$ cat src/rtl/rx_loop_code_pkg.sv
package rx_loop_code_pkg;

  // ----------------------------------------------------------------
  // Register map
  // ----------------------------------------------------------------
  localparam logic [11:0] ADDR_ACT_PATTERN = 12'h126;
  localparam logic [11:0] ADDR_DEACT_PATTERN = 12'h127;
  localparam logic [11:0] ADDR_LEN_CONTROL = 12'h12A;
  localparam logic [11:0] ADDR_DEFECT_ENABLE = 12'h12B;
  localparam logic [11:0] ADDR_LOOP_CONTROL = 12'h12C;
  localparam logic [11:0] ADDR_LOOP_STATUS = 12'h12D;

  // ----------------------------------------------------------------
  // Field positions and reset values
  // ----------------------------------------------------------------
  localparam int PAT_MSB = 7;
  localparam int PAT_LSB = 1;
  localparam int PAT_EN_BIT = 0;
  localparam int ACT_LEN_MSB = 7;
  localparam int ACT_LEN_LSB = 6;
  localparam int DEACT_LEN_MSB = 5;
  localparam int DEACT_LEN_LSB = 4;
  localparam int DEFECT_BIT = 7;
  localparam int AUTO_BIT = 0;
  localparam int ST_LOOP_BIT = 0;
  localparam int ST_ACT_BIT = 1;
  localparam int ST_DEACT_BIT = 2;
  localparam logic [6:0] PATTERN_RESET = 7'h55;
  localparam logic [1:0] LEN_RESET = 2'h0;
  localparam logic DEFECT_RESET = 1'b0;

  // ----------------------------------------------------------------
  // Detection timing
  // ----------------------------------------------------------------
  localparam int MATCH_WIDTH = 8;
  localparam logic [7:0] MATCH_BITS = 8'hA0;
  localparam logic [2:0] LEN_BASE = 3'h4;

endpackage : rx_loop_code_pkg

$ cat src/rtl/loop_code_matcher.sv
`timescale 1ns/1ps
`default_nettype none
module loop_code_matcher (
  input wire logic clock,
  input wire logic rst,
  input wire logic bit_valid,
  input wire logic [6:0] history,
  input wire logic [6:0] pattern,
  input wire logic [1:0] len_sel,
  input wire logic enable,
  output logic detected
);

  typedef struct packed {
    logic [rx_loop_code_pkg::MATCH_WIDTH-1:0] run;
    logic detected;
  } state_t;

  state_t state;
  state_t next_state;
  logic [2:0] len;
  logic [6:0] code;
  logic [6:0] mask;
  logic [6:0] rot_hit;
  logic periodic;

  // ----------------------------------------------------------------
  // Periodic compare
  // ----------------------------------------------------------------
  always_comb begin
    len = rx_loop_code_pkg::LEN_BASE + {1'b0, len_sel};
    code = pattern >> (3'h7 - len);
    mask = 7'h7F >> (3'h7 - len);
  end

  // Earliest bit is MSB
  // Line phase is unknown, so every rotation of the code is tried
  for (genvar r = 0; r < 7; r++) begin : g_phase
    logic [6:0] rotated;
    always_comb begin
      for (int i = 0; i < 7; i++) begin
        rotated[i] = code[(i + r) % len];
      end
    end
    assign rot_hit[r] = (3'(r) < len) && (((history ^ rotated) & mask) == 7'h00);
  end

  assign periodic = |rot_hit;

  always_comb begin
    next_state = state;
    if (!enable) begin
      next_state.run = '0;
      next_state.detected = 1'b0;
    end else if (bit_valid) begin
      if (!periodic) begin
        next_state.run = '0;
        next_state.detected = 1'b0;
      end else if (state.run != rx_loop_code_pkg::MATCH_BITS) begin
        next_state.run = state.run + 8'h01;
      end else begin
        next_state.detected = 1'b1;
      end
    end
  end

  always_ff @(posedge clock or posedge rst) begin
    if (rst) begin
      state <= '0;
    end else begin
      state <= next_state;
    end
  end

  assign detected = state.detected;

endmodule : loop_code_matcher
`default_nettype wire

$ cat src/rtl/rx_loopback_code_detect.sv
`timescale 1ns/1ps
`default_nettype none
module rx_loopback_code_detect (
  input wire logic CLOCK,
  input wire logic RST,
  input wire logic [11:0] ADDR,
  input wire logic [7:0] WDATA,
  input wire logic WRITE,
  input wire logic READ,
  output logic [7:0] RDATA,
  input wire logic RX_BIT,
  input wire logic RX_BIT_VALID,
  output logic REMOTE_LOOP,
  output logic DEFECT_DETECT_ON
);

  typedef struct packed {
    logic [6:0] rx_act_pattern;
    logic rx_act_detect_en;
    logic [6:0] rx_deact_pattern;
    logic rx_deact_detect_en;
    logic [1:0] rx_act_pattern_len;
    logic [1:0] rx_deact_pattern_len;
    logic defect_detect_on;
    logic auto_remote_loop_en;
    logic [6:0] history;
    logic remote_loop;
    logic [7:0] rdata;
  } state_t;

  state_t state;
  state_t next_state;
  logic act_seen;
  logic deact_seen;
  logic [7:0] read_value;

  // ----------------------------------------------------------------
  // Code matchers
  // ----------------------------------------------------------------
  // Activation search
  loop_code_matcher act_matcher (
    .clock(CLOCK),
    .rst(RST),
    .bit_valid(RX_BIT_VALID),
    .history(state.history),
    .pattern(state.rx_act_pattern),
    .len_sel(state.rx_act_pattern_len),
    .enable(state.rx_act_detect_en),
    .detected(act_seen)
  );

  loop_code_matcher deact_matcher (
    .clock(CLOCK),
    .rst(RST),
    .bit_valid(RX_BIT_VALID),
    .history(state.history),
    .pattern(state.rx_deact_pattern),
    .len_sel(state.rx_deact_pattern_len),
    .enable(state.rx_deact_detect_en),
    .detected(deact_seen)
  );

  // ----------------------------------------------------------------
  // Read mux
  // ----------------------------------------------------------------
  always_comb begin
    read_value = 8'h00;
    unique case (ADDR)
      rx_loop_code_pkg::ADDR_ACT_PATTERN: begin
        read_value = {state.rx_act_pattern, state.rx_act_detect_en};
      end
      rx_loop_code_pkg::ADDR_DEACT_PATTERN: begin
        read_value = {state.rx_deact_pattern, state.rx_deact_detect_en};
      end
      rx_loop_code_pkg::ADDR_LEN_CONTROL: begin
        read_value[rx_loop_code_pkg::ACT_LEN_MSB:rx_loop_code_pkg::ACT_LEN_LSB] =
          state.rx_act_pattern_len;
        read_value[rx_loop_code_pkg::DEACT_LEN_MSB:rx_loop_code_pkg::DEACT_LEN_LSB] =
          state.rx_deact_pattern_len;
      end
      rx_loop_code_pkg::ADDR_DEFECT_ENABLE: begin
        read_value[rx_loop_code_pkg::DEFECT_BIT] = state.defect_detect_on;
      end
      rx_loop_code_pkg::ADDR_LOOP_CONTROL: begin
        read_value[rx_loop_code_pkg::AUTO_BIT] = state.auto_remote_loop_en;
      end
      rx_loop_code_pkg::ADDR_LOOP_STATUS: begin
        read_value[rx_loop_code_pkg::ST_LOOP_BIT] = state.remote_loop;
        read_value[rx_loop_code_pkg::ST_ACT_BIT] = act_seen;
        read_value[rx_loop_code_pkg::ST_DEACT_BIT] = deact_seen;
      end
      default: begin
        read_value = 8'h00;
      end
    endcase
  end

  // ----------------------------------------------------------------
  // Next state
  // ----------------------------------------------------------------
  always_comb begin
    next_state = state;
    next_state.rdata = READ ? read_value : 8'h00;
    if (WRITE) begin
      unique case (ADDR)
        rx_loop_code_pkg::ADDR_ACT_PATTERN: begin
          next_state.rx_act_pattern =
            WDATA[rx_loop_code_pkg::PAT_MSB:rx_loop_code_pkg::PAT_LSB];
          next_state.rx_act_detect_en = WDATA[rx_loop_code_pkg::PAT_EN_BIT];
        end
        rx_loop_code_pkg::ADDR_DEACT_PATTERN: begin
          next_state.rx_deact_pattern =
            WDATA[rx_loop_code_pkg::PAT_MSB:rx_loop_code_pkg::PAT_LSB];
          next_state.rx_deact_detect_en = WDATA[rx_loop_code_pkg::PAT_EN_BIT];
        end
        rx_loop_code_pkg::ADDR_LEN_CONTROL: begin
          next_state.rx_act_pattern_len =
            WDATA[rx_loop_code_pkg::ACT_LEN_MSB:rx_loop_code_pkg::ACT_LEN_LSB];
          next_state.rx_deact_pattern_len =
            WDATA[rx_loop_code_pkg::DEACT_LEN_MSB:rx_loop_code_pkg::DEACT_LEN_LSB];
        end
        rx_loop_code_pkg::ADDR_DEFECT_ENABLE: begin
          next_state.defect_detect_on = WDATA[rx_loop_code_pkg::DEFECT_BIT];
        end
        rx_loop_code_pkg::ADDR_LOOP_CONTROL: begin
          next_state.auto_remote_loop_en = WDATA[rx_loop_code_pkg::AUTO_BIT];
        end
        default: begin
        end
      endcase
    end
    if (RX_BIT_VALID) begin
      next_state.history = {state.history[5:0], RX_BIT};
    end
    if (!state.auto_remote_loop_en) begin
      next_state.remote_loop = 1'b0;
    end else if (deact_seen) begin
      next_state.remote_loop = 1'b0;
    end else if (act_seen) begin
      next_state.remote_loop = 1'b1;
    end
  end

  // ----------------------------------------------------------------
  // State register
  // ----------------------------------------------------------------
  always_ff @(posedge CLOCK or posedge RST) begin
    if (RST) begin
      state <= '0;
      state.rx_act_pattern <= rx_loop_code_pkg::PATTERN_RESET;
      state.rx_deact_pattern <= rx_loop_code_pkg::PATTERN_RESET;
      state.rx_act_pattern_len <= rx_loop_code_pkg::LEN_RESET;
      state.rx_deact_pattern_len <= rx_loop_code_pkg::LEN_RESET;
      state.defect_detect_on <= rx_loop_code_pkg::DEFECT_RESET;
    end else begin
      state <= next_state;
    end
  end

  assign RDATA = state.rdata;
  assign REMOTE_LOOP = state.remote_loop;
  assign DEFECT_DETECT_ON = state.defect_detect_on;

endmodule : rx_loopback_code_detect
`default_nettype wire

$ cat config.mk
export PLATFORM = sky130hd
export DESIGN_NAME = rx_loopback_code_detect
export DESIGN_NICKNAME = d
export VERILOG_FILES = /design/src/rtl/rx_loop_code_pkg.sv /design/src/rtl/loop_code_matcher.sv /design/src/rtl/rx_loopback_code_detect.sv
export SDC_FILE = /design/constraint.sdc
export NUM_CORES = 1
export LEC_CHECK = 0
export BUFFER_PORTS_ARGS = -buffer_cell sky130_fd_sc_hd__buf_2
export CORE_UTILIZATION = 50
export DETAILED_ROUTE_END_ITERATION = 8
export PLACE_DENSITY = 0.76
export SYNTH_ARGS = -nofsm -noshare
export SYNTH_HDL_FRONTEND = slang
export SYNTH_HIERARCHICAL = 1
export SYNTH_SLANG_ARGS = --single-unit
export TNS_END_PERCENT = 10
$ cat constraint.sdc
create_clock -name CLOCK -period 6.3 [get_ports CLOCK]
set_input_delay 0.63 -clock CLOCK [delete_from_list [all_inputs] [get_ports CLOCK]]
set_output_delay 0.63 -clock CLOCK [all_outputs]
set_load 0.05 [all_outputs]
==> Word-level counts from Yosys, hierarchy flattened <==
Index checks and enable logic that the tools add are counted.
{ "word_totals": {"ff_bits": 56, "latch_bits": 0, "ramBits": 0, "romBits": 0, "input_bits": 26, "output_inout_bits": 10, "elab_cells": 244, "mem_count": 0} }
{ "classes": {"addsub": 6, "multipliers": 0, "div_mod_pow": 26, "n_lt_le_gt_ge": 40, "n_eq_ne": 15, "shift": 4, "mux": 71, "bitwise": 28, "n_reduce_logical": 39} }
{ "op_table": {"columns": ["op", "n"], "rows": [
  ["$lt 32x4->1 const B", 26],
  ["$mod 4x3->32 const A", 10],
  ["$mod 3x3->32 const A", 8],
  ["$mod 2x3->32 const A", 4],
  ["$and 7x7->7", 14],
  ["$logic_not 7->1", 14],
  ["$xor 7x7->7", 14],
  ["$bmux 1 s3", 26],
  ["$eq 12x9->1 const B", 6],
  ["$mod 0x3->32", 2],
  ["$mod 1x3->32 const A", 2],
  ["$mux 9", 6],
  ["$mux 1", 31],
  ["$mux 8", 3],
  ["$lt 3x3->1 const A", 6],
  ["$reduce_and 2->1", 9],
  ["$add 8x1->8 const B", 2],
  ["$ne 8x8->1 const B", 2],
  ["$logic_and 1x1->1", 14],
  ["$reduce_or 7->1", 2],
  ["$shr 7x3->7", 2],
  ["$shr 7x3->7 const A", 2],
  ["$lt 1x3->1 const A", 4],
  ["$lt 2x3->1 const A", 4],
  ["other kinds (9)", 16]
]} }

==> Logic depth before layout (Yosys ltp) <==
Gate-level depths: netlist of run 1.
{ "depth": {"depth_word": 13, "mapped_depth": 14, "depth_no_buf": 11} }

==> Modules after synthesis <==
The synthesis of run 1 kept the hierarchy.
{ "modules_own_cells": {"columns": ["module", "instances", "cells_per_inst", "area_each_um2", "seq_area_each_um2"], "rows": [
  ["loop_code_matcher", 2, 330, 2698.8, 225.2],
  ["rx_loopback_code_detect", 1, 138, 1880.6, 960.9]
]} }

==> Least setup slack after synthesis of run 1 <==
OpenSTA, ideal clock, no wires.
{ "synth_timing": {"kind": "reg-to-reg", "start": "register, netlist name state[20]", "end": "register act_matcher/state[1] (netlist name)", "setup_ns": 0.132, "t_arrival_ns": 3.356, "t_required_ns": 6.168, "setup_slack_ns": 2.812, "path_stages_with_launch": 14, "path_buffers": 3, "synth_period_minus_slack_ns": 3.488, "path_cell_list": "dfrtp_1 -> buf_2 -> buf_2 -> inv_1 -> ha_1 -> clkbuf_1 -> inv_1 -> o311ai_2 -> o21ai_4 -> mux2_2 -> o221ai_2 -> o2111ai_4 -> o32ai_1 -> o21ai_1"} }
{ "synth_lines": {"columns": ["item", "line_no", "text"], "rows": [
  ["end signal, assigned", "loop_code_matcher.sv:71", "state <= next_state;"],
  ["end, declared", "loop_code_matcher.sv:19", "state_t state;"]
]} }

==> results of run 1 <==
## sequential cells by signal, summed over array words and instances (netlist names)
signal and cells:
act_matcher/state 8, act_matcher/detected 1, deact_matcher/detected 1, DEFECT_DETECT_ON 1, RDATA 8, REMOTE_LOOP 1, deact_matcher/state 8, state 28
## kinds of logic after synthesis
| kind of cell | after synthesis |
|---|---|
| AO/OA/AOI/OAI | 174 |
| XOR/XNOR | 80 |
| adder cells (fa/ha/maj) | 18 |
| buffers and inverters | 93 |
| flip-flops | 56 |
| multiplexers | 112 |
| AND/OR/NAND/NOR | 265 |
## power by group
part | switching, mW | leakage, nW | internal, mW
Sequential | 0.0716 | 0.738 | 0.370
Clock | 0.130 | 0.0901 | 0.210
Combinational | 0.122 | 2.04 | 0.122
Total | 0.324 | 2.87 | 0.702
## metal layers
metal	routed length [µm]	GRT usage (%)	up-vias
li1	-	-	2977
met1	8612	37.73	3077
met2	8620	40.24	287
met3	1530	4.461	37
met4	469	8.765	0
met5	0	0	-
## stage by stage
stage	setup slack, ns	area [µm²]	power, mW	util (%)
2_1_floorplan	2.812	7278	0.6252	-
3_3_place_gp	2.326	7330	0.6810	52.20
3_5_place_dp	2.248	7330	0.6866	52.20
4_1_cts	2.213	7512	1.027	53.50
5_1_grt	1.837	7512	1.069	53.50
6_report	2.179	7512	1.026	53.50
## cell type report
class / count / area (µm²) / area share [%]
Clock buffer: 7 / 152.6 / 2.032
Clock inverter: 1 / 30.03 / 0.3997
Inverter: 21 / 78.83 / 1.049
Multi-Input combinational cell: 649 / 5394 / 71.80
Sequential cell: 56 / 1411 / 18.79
Tap cell: 180 / 225.2 / 2.998
Timing Repair Buffer: 41 / 220.2 / 2.931
## Yosys cell counts, types with 18 or more instances
| cell | instances |
|---|---|
| xor2_1 | 36 |
| nand3_1 | 19 |
| o21ai_1 | 20 |
| nor2_1 | 38 |
| ha_1 | 18 |
| nand2_1 | 50 |
| xnor2_1 | 44 |
| dfrtp_1 | 48 |
| clkbuf_1 | 33 |
| a21oi_1 | 25 |
| mux2_2 | 42 |
| inv_1 | 21 |
| mux2i_1 | 39 |
## worst register-to-register path, stage by stage (launching register included)
cell and delay, ns:
dfrtp_1 0.37, buf_4 0.30, inv_1 0.35, ha_1 0.58
nand2_1 0.26, o221ai_1 0.30, o41ai_2 0.16, nor3_4 0.35
xor2_1 0.12, a2111o_1 0.42, nor4_4 0.57, o32ai_1 0.17
o21ai_1 0.10
## how the worst min path moves through the flow
stage | start | to
final | RST | state[13]$_DFFE_PP0P_
after CTS | RST | state[13]$_DFFE_PP0P_
after floorplan | deact_matcher/detected$_DFFE_PP0P_ | REMOTE_LOOP$_DFFE_PP0P_
after global placement | state[16]$_DFFE_PP0P_ | state[16]$_DFFE_PP0P_
after global routing | RST | state[13]$_DFFE_PP0P_
after detailed placement | state[16]$_DFFE_PP0P_ | state[16]$_DFFE_PP0P_
## placed cells by master, fill, tap and decap left out, types with 20 or more instances in the layout
master / instances
xor2_1: 36
inv_1: 21
nor2_1: 38
xnor2_1: 44
mux2i_1: 39
dfrtp_1: 48
a21oi_1: 25
nand2_1: 50
mux2_2: 42
o21ai_1: 20
buf_2: 35
==> run metrics, run 1 <==
status=finished, final reports clean; Worst Path Arrival=4.34 ns; cells taking the most area after synthesis=dfrtp_1 17%, mux2_2 6.5%, mux2i_1 5.4%; EDFF count, synth=0; Final Hold Fails=0; DRC viols=0; Final nets=818; core area=14040 µm²; Final Max Slew Viols=0; r2r startpoint=state[21]$_DFFE_PP0P_; fmax=0.2427 GHz; Clock Root Buffer=clkbuf_16; Clock Latency Late Sink=0.30 ns; final setup violation count=0; CP Class=reg2reg; Routed Antenna Nets=0; Post-synth ARST share=100.0%; RSZ-0062 raised after global routing=no; CP endpoint kind=flip-flop; CP Launch Type=flip-flop; post-cts gate resize count=0; R2R setup slack=2.18 ns; post-synthesis cell type count=79; largest family of logic cells by synthesized area=simple AND/OR/NAND/NOR gates; Post-Syn Area=7278 µm²; Hold Path Class=in2async; worst r2r path cells=12; area delta synth->final=3.215%; FF-to-FF End=act_matcher/state[8]$_DFFE_PP0P_; critical path's slowest cell=ha_1; clock sink total=56; xor and xnor fraction of the mapped netlist area=9.627%; Num CTS Buffers=5; CP max FO=41; Placed Cells incl. Taps=947; PD cells=136.5 nW/µm²; die area=15040 µm²; Worst path depth=12; clk slew on worst S/H paths=0.07 ns; Synth Area in Compound Gates=18.82%; Worst Skew=0.005922 ns; vias=6378; Chip Height=122.7 µm; Initial Util=51.83%; Slew HR=33.90%; initial antenna violation count=0; gr usage total=26.44%; first-pass GRT wire length=31.57 mm; DRT Pass-1 Iters=5; non-filler cells, final=955; Routed WL=19.23 mm; CTS tree=yes; Worst path top cell family by delay=simple AND/OR/NAND/NOR gates; drt via density=6.679; n_diodes=0; port bufs=35; crit path to=act_matcher/state[8]$_DFFE_PP0P_; cts hold-fix bufs=0; filler cell count=1272; top cell type by total area after synthesis=dfrtp_1; most used flip-flop cell after synthesis=dfrtp_1; H-tree depth=2; routability-driven placement congestion ratio=0.9605; critical path's largest stage delay=0.58 ns; CP Buf/Inv Count=2; multiplexer share of the synthesized area=19.61%; P_leak=2.868 nW; Synth warnings=6; total negative slack=0 ns; post-synthesis sequential area ratio=19.39%; Max VDD drop=0.1303 mV; Top Ports=36; drt wl/cell=20.14 µm; Slew @ Worst Pin=0.9915 ns; fraction of final layout cells sized beyond drive strength 1=20.39%; Tcrit/Tclk final=65.41%; hold slack=0.2729 ns; total gr overflow=0; syn_area_per_cell=9.121 µm²; setup bufs post-CTS=0; Synth Instances=798; WP data required=6.52 ns; Die Width=122.7 µm; CTS Buffer Depth=2; Yosys top cell area share=16.50%; post-synthesis adder-cell area fraction=3.094%; Yosys reg bits=56; min Tclk post-route=4.121 ns; vias in the first global route=5963; Detailed Place HPWL=13.81 mm; max-cap violations=0; Post-Synth Simple-Gate Area=22.95%; Synthesized Nets=842; Row Count=43; Iteration-0 DRC Markers=690; Crit. Startpoint=state[21]$_DFFE_PP0P_; ordered cell list for the critical path=buf_4 > inv_1 > ha_1 > nand2_1 > o221ai_1 > o41ai_2 > nor3_4 > xor2_1 > a2111o_1 > nor4_4 > o32ai_1 > o21ai_1; pin count of the biggest net entering global routing=44
(Power assumes the default switching activity.)
==> run 2, diff against run 1 <==
--- a/config.mk
+++ b/config.mk
@@ -5,10 +5,11 @@
 export SDC_FILE = /design/constraint.sdc
 export NUM_CORES = 1
 export LEC_CHECK = 0
+export ABC_AREA = 1
 export BUFFER_PORTS_ARGS = -buffer_cell sky130_fd_sc_hd__buf_2
 export CORE_UTILIZATION = 50
 export DETAILED_ROUTE_END_ITERATION = 8
-export PLACE_DENSITY = 0.76
+export PLACE_DENSITY = 0.79
 export SYNTH_ARGS = -nofsm -noshare
 export SYNTH_HDL_FRONTEND = slang
 export SYNTH_HIERARCHICAL = 1
==> constraint.sdc (replaced) <==
create_clock -name CLOCK -period 3.5 [get_ports CLOCK]
set_input_delay 0.35 -clock CLOCK [delete_from_list [all_inputs] [get_ports CLOCK]]
set_output_delay 0.35 -clock CLOCK [all_outputs]
set_load 0.05 [all_outputs]
==> run metrics, run 2 <==
cell mode on critical path=nand2_1; Top Ports=36; vias=7296; Clock Latency Late Sink=0.30 ns; clk slew on worst S/H paths=0.08 ns; Synth top cells by count=325 x nand2_1, 189 x nand3_1, 101 x inv_1, 90 x nor2_1, 48 x dfrtp_1; pin count of the biggest net entering global routing=39; syn_area_per_cell=6.382 µm²; PD cells=207.9 nW/µm²; Routed Antenna Nets=0; Num CTS Buffers=5; Max VDD drop=0.2865 mV; worst r2r path cells=19; vias in the first global route=6654; Yosys top cell area share=17.08%; top cell type by total area after synthesis=nand2_1; cells taking the most area after synthesis=nand2_1 17%, dfrtp_1 17%, nand3_1 13%; Tcrit/Tclk final=84.81%; post-cts gate resize count=0; max-cap violations=0; top-count cell post-synth=nand2_1; fraction of final layout cells sized beyond drive strength 1=19.89%; routability-driven placement congestion ratio=0.9926; drt wl/cell=14.28 µm; first-pass GRT wire length=31.69 mm; Yosys reg bits=56; CP Class=reg2reg; n_diodes=0; EDFF count, synth=0; core area=13880 µm²; Final Hold Fails=0; final setup violation count=0; FF-to-FF End=act_matcher/state[3]$_DFFE_PP0P_; critical path's slowest cell=ha_1; met1 GRT Util=35.48%; Detailed Place HPWL=14.13 mm; status=finished, final reports clean; Chip Height=121.5 µm; R2R setup slack=0.53 ns; Post-Syn Area=7142 µm²; post-synthesis cell type count=40; Final Max Slew Viols=0; CP max FO=12; r2r startpoint=state[20]$_DFFE_PP0P_; Synth Instances=1119; Worst Skew=0.006363 ns; CTS tree=yes; total gr overflow=0; most used flip-flop cell after synthesis=dfrtp_1; Synthesized Nets=1163; clock sink total=56; cts hold-fix bufs=0; Final Worst Setup Slack=0.5316 ns; die area=14770 µm²; drt via density=5.565; H-tree depth=2; critical path's largest stage delay=0.44 ns; CP Buf/Inv Count=2; Initial Util=51.45%; Row Count=43; Slew HR=35.90%; max FFs per register=28; Hold Path Class=in2async; min Tclk post-route=2.968 ns; port bufs=35; Synth warnings=6; met2 global-route usage=44.50%; RSZ-0062 raised after global routing=no; grt peak-use layer=met2; Post-synth ARST share=100.0%; Slew @ Worst Pin=0.9615 ns; CP endpoint kind=flip-flop; Routed WL=18.73 mm; Iteration-0 DRC Markers=722; met3 Usage GRT=2.585%; area delta synth->final=5.238%; total negative slack=0 ns; Worst Path Arrival=3.16 ns; P_leak=3.854 nW; post-synthesis sequential area ratio=19.76%; most frequent cells in the layout=325 x nand2_1, 189 x nand3_1, 101 x inv_1, 90 x nor2_1, 48 x dfrtp_1; Final nets=1174; DRT Pass-1 Iters=5; Die Width=121.5 µm; initial antenna violation count=0; WP data required=3.69 ns; gr usage total=26.48%; fmax=0.3369 GHz; setup bufs post-CTS=0; Biggest register=state; CP Launch Type=flip-flop; Clock Root Buffer=clkbuf_16; commonest non-fill, non-tap cell in the layout=nand2_1; dpl ws=0.6106 ns; Worst path top cell family by delay=simple AND/OR/NAND/NOR gates; ordered cell list for the critical path=inv_2 > ha_1 > nand2_1 > nand3_1 > nand2_1 > inv_2 > nand2_1 > o21bai_4 > a21oi_1 > nor2_1 > nor2_1 > nand2_1 > nand2_1 > nor2_2 > nand2_2 > nand3_2 > nand2_4 > nand2_1 > nand2_1; DRC viols=0; CTS Buffer Depth=2
run 2: power breakdown:
group	internal, mW	switching [mW]
logic	0.109	0.209
registers	0.658	0.0731
clock network	0.271	0.242
run 2: final cells by class:
class / count / area, µm²
clock buffers: 5 / 125.1
clock inverters: 3 / 25.02
fillers: 1363 / 6365
inverters: 121 / 454.2
multi-input cells: 901 / 5025
flip-flops and latches: 56 / 1411
well taps: 180 / 225.2
repair buffers: 45 / 250.2
run 2: how the worst max path moves through the flow:
stage                     startpoint  slack, ns                                 end  depth (start not counted)
6_report       state[20]$_DFFE_PP0P_       0.53    act_matcher/state[3]$_DFFE_PP0P_                         19
5_1_grt        state[19]$_DFFE_PP0P_       0.25  deact_matcher/state[3]$_DFFE_PP0P_                         21
4_1_cts        state[20]$_DFFE_PP0P_       0.59    act_matcher/state[3]$_DFFE_PP0P_                         20
3_5_place_dp   state[20]$_DFFE_PP0P_       0.61    act_matcher/state[3]$_DFFE_PP0P_                         19
3_3_place_gp   state[19]$_DFFE_PP0P_       0.62  deact_matcher/state[3]$_DFFE_PP0P_                         19
2_1_floorplan  state[21]$_DFFE_PP0P_       0.85    act_matcher/state[3]$_DFFE_PP0P_                         23
run 2: kinds of logic after synthesis:
logic type               share of synthesized area [%]
adder cells (fa/ha/maj)                          3.154
XOR/XNOR                                         3.679
AND/OR/NAND/NOR                                  54.96
AO/OA/AOI/OAI                                    8.409
multiplexers                                    0.1577
buffers and inverters                            9.881
flip-flops                                       19.76
run 2: per-stage QoR:
stage               hold slack [ns]  utilization [%]  cells  instance area, µm²  total power, mW
floorplan                    0.1779                -   1119                7142           0.9590
global placement             0.3489            53.06   1303                7366            1.050
detailed placement           0.3437            53.06   1303                7366            1.054
CTS                         0.03333            54.15   1311                7516            1.565
global route                0.06588            54.15   1311                7516            1.639
finish                      0.02269            54.15   1311                7516            1.563
run 2: routing by layer:
| layer | up-vias | routed length (µm) |
|---|---|---|
| met3 | 37 | 1252 |
| met4 | 0 | 363 |
| met1 | 3332 | 8135 |
| li1 | 3628 | - |
| met2 | 299 | 8975 |
| met5 | - | 0 |
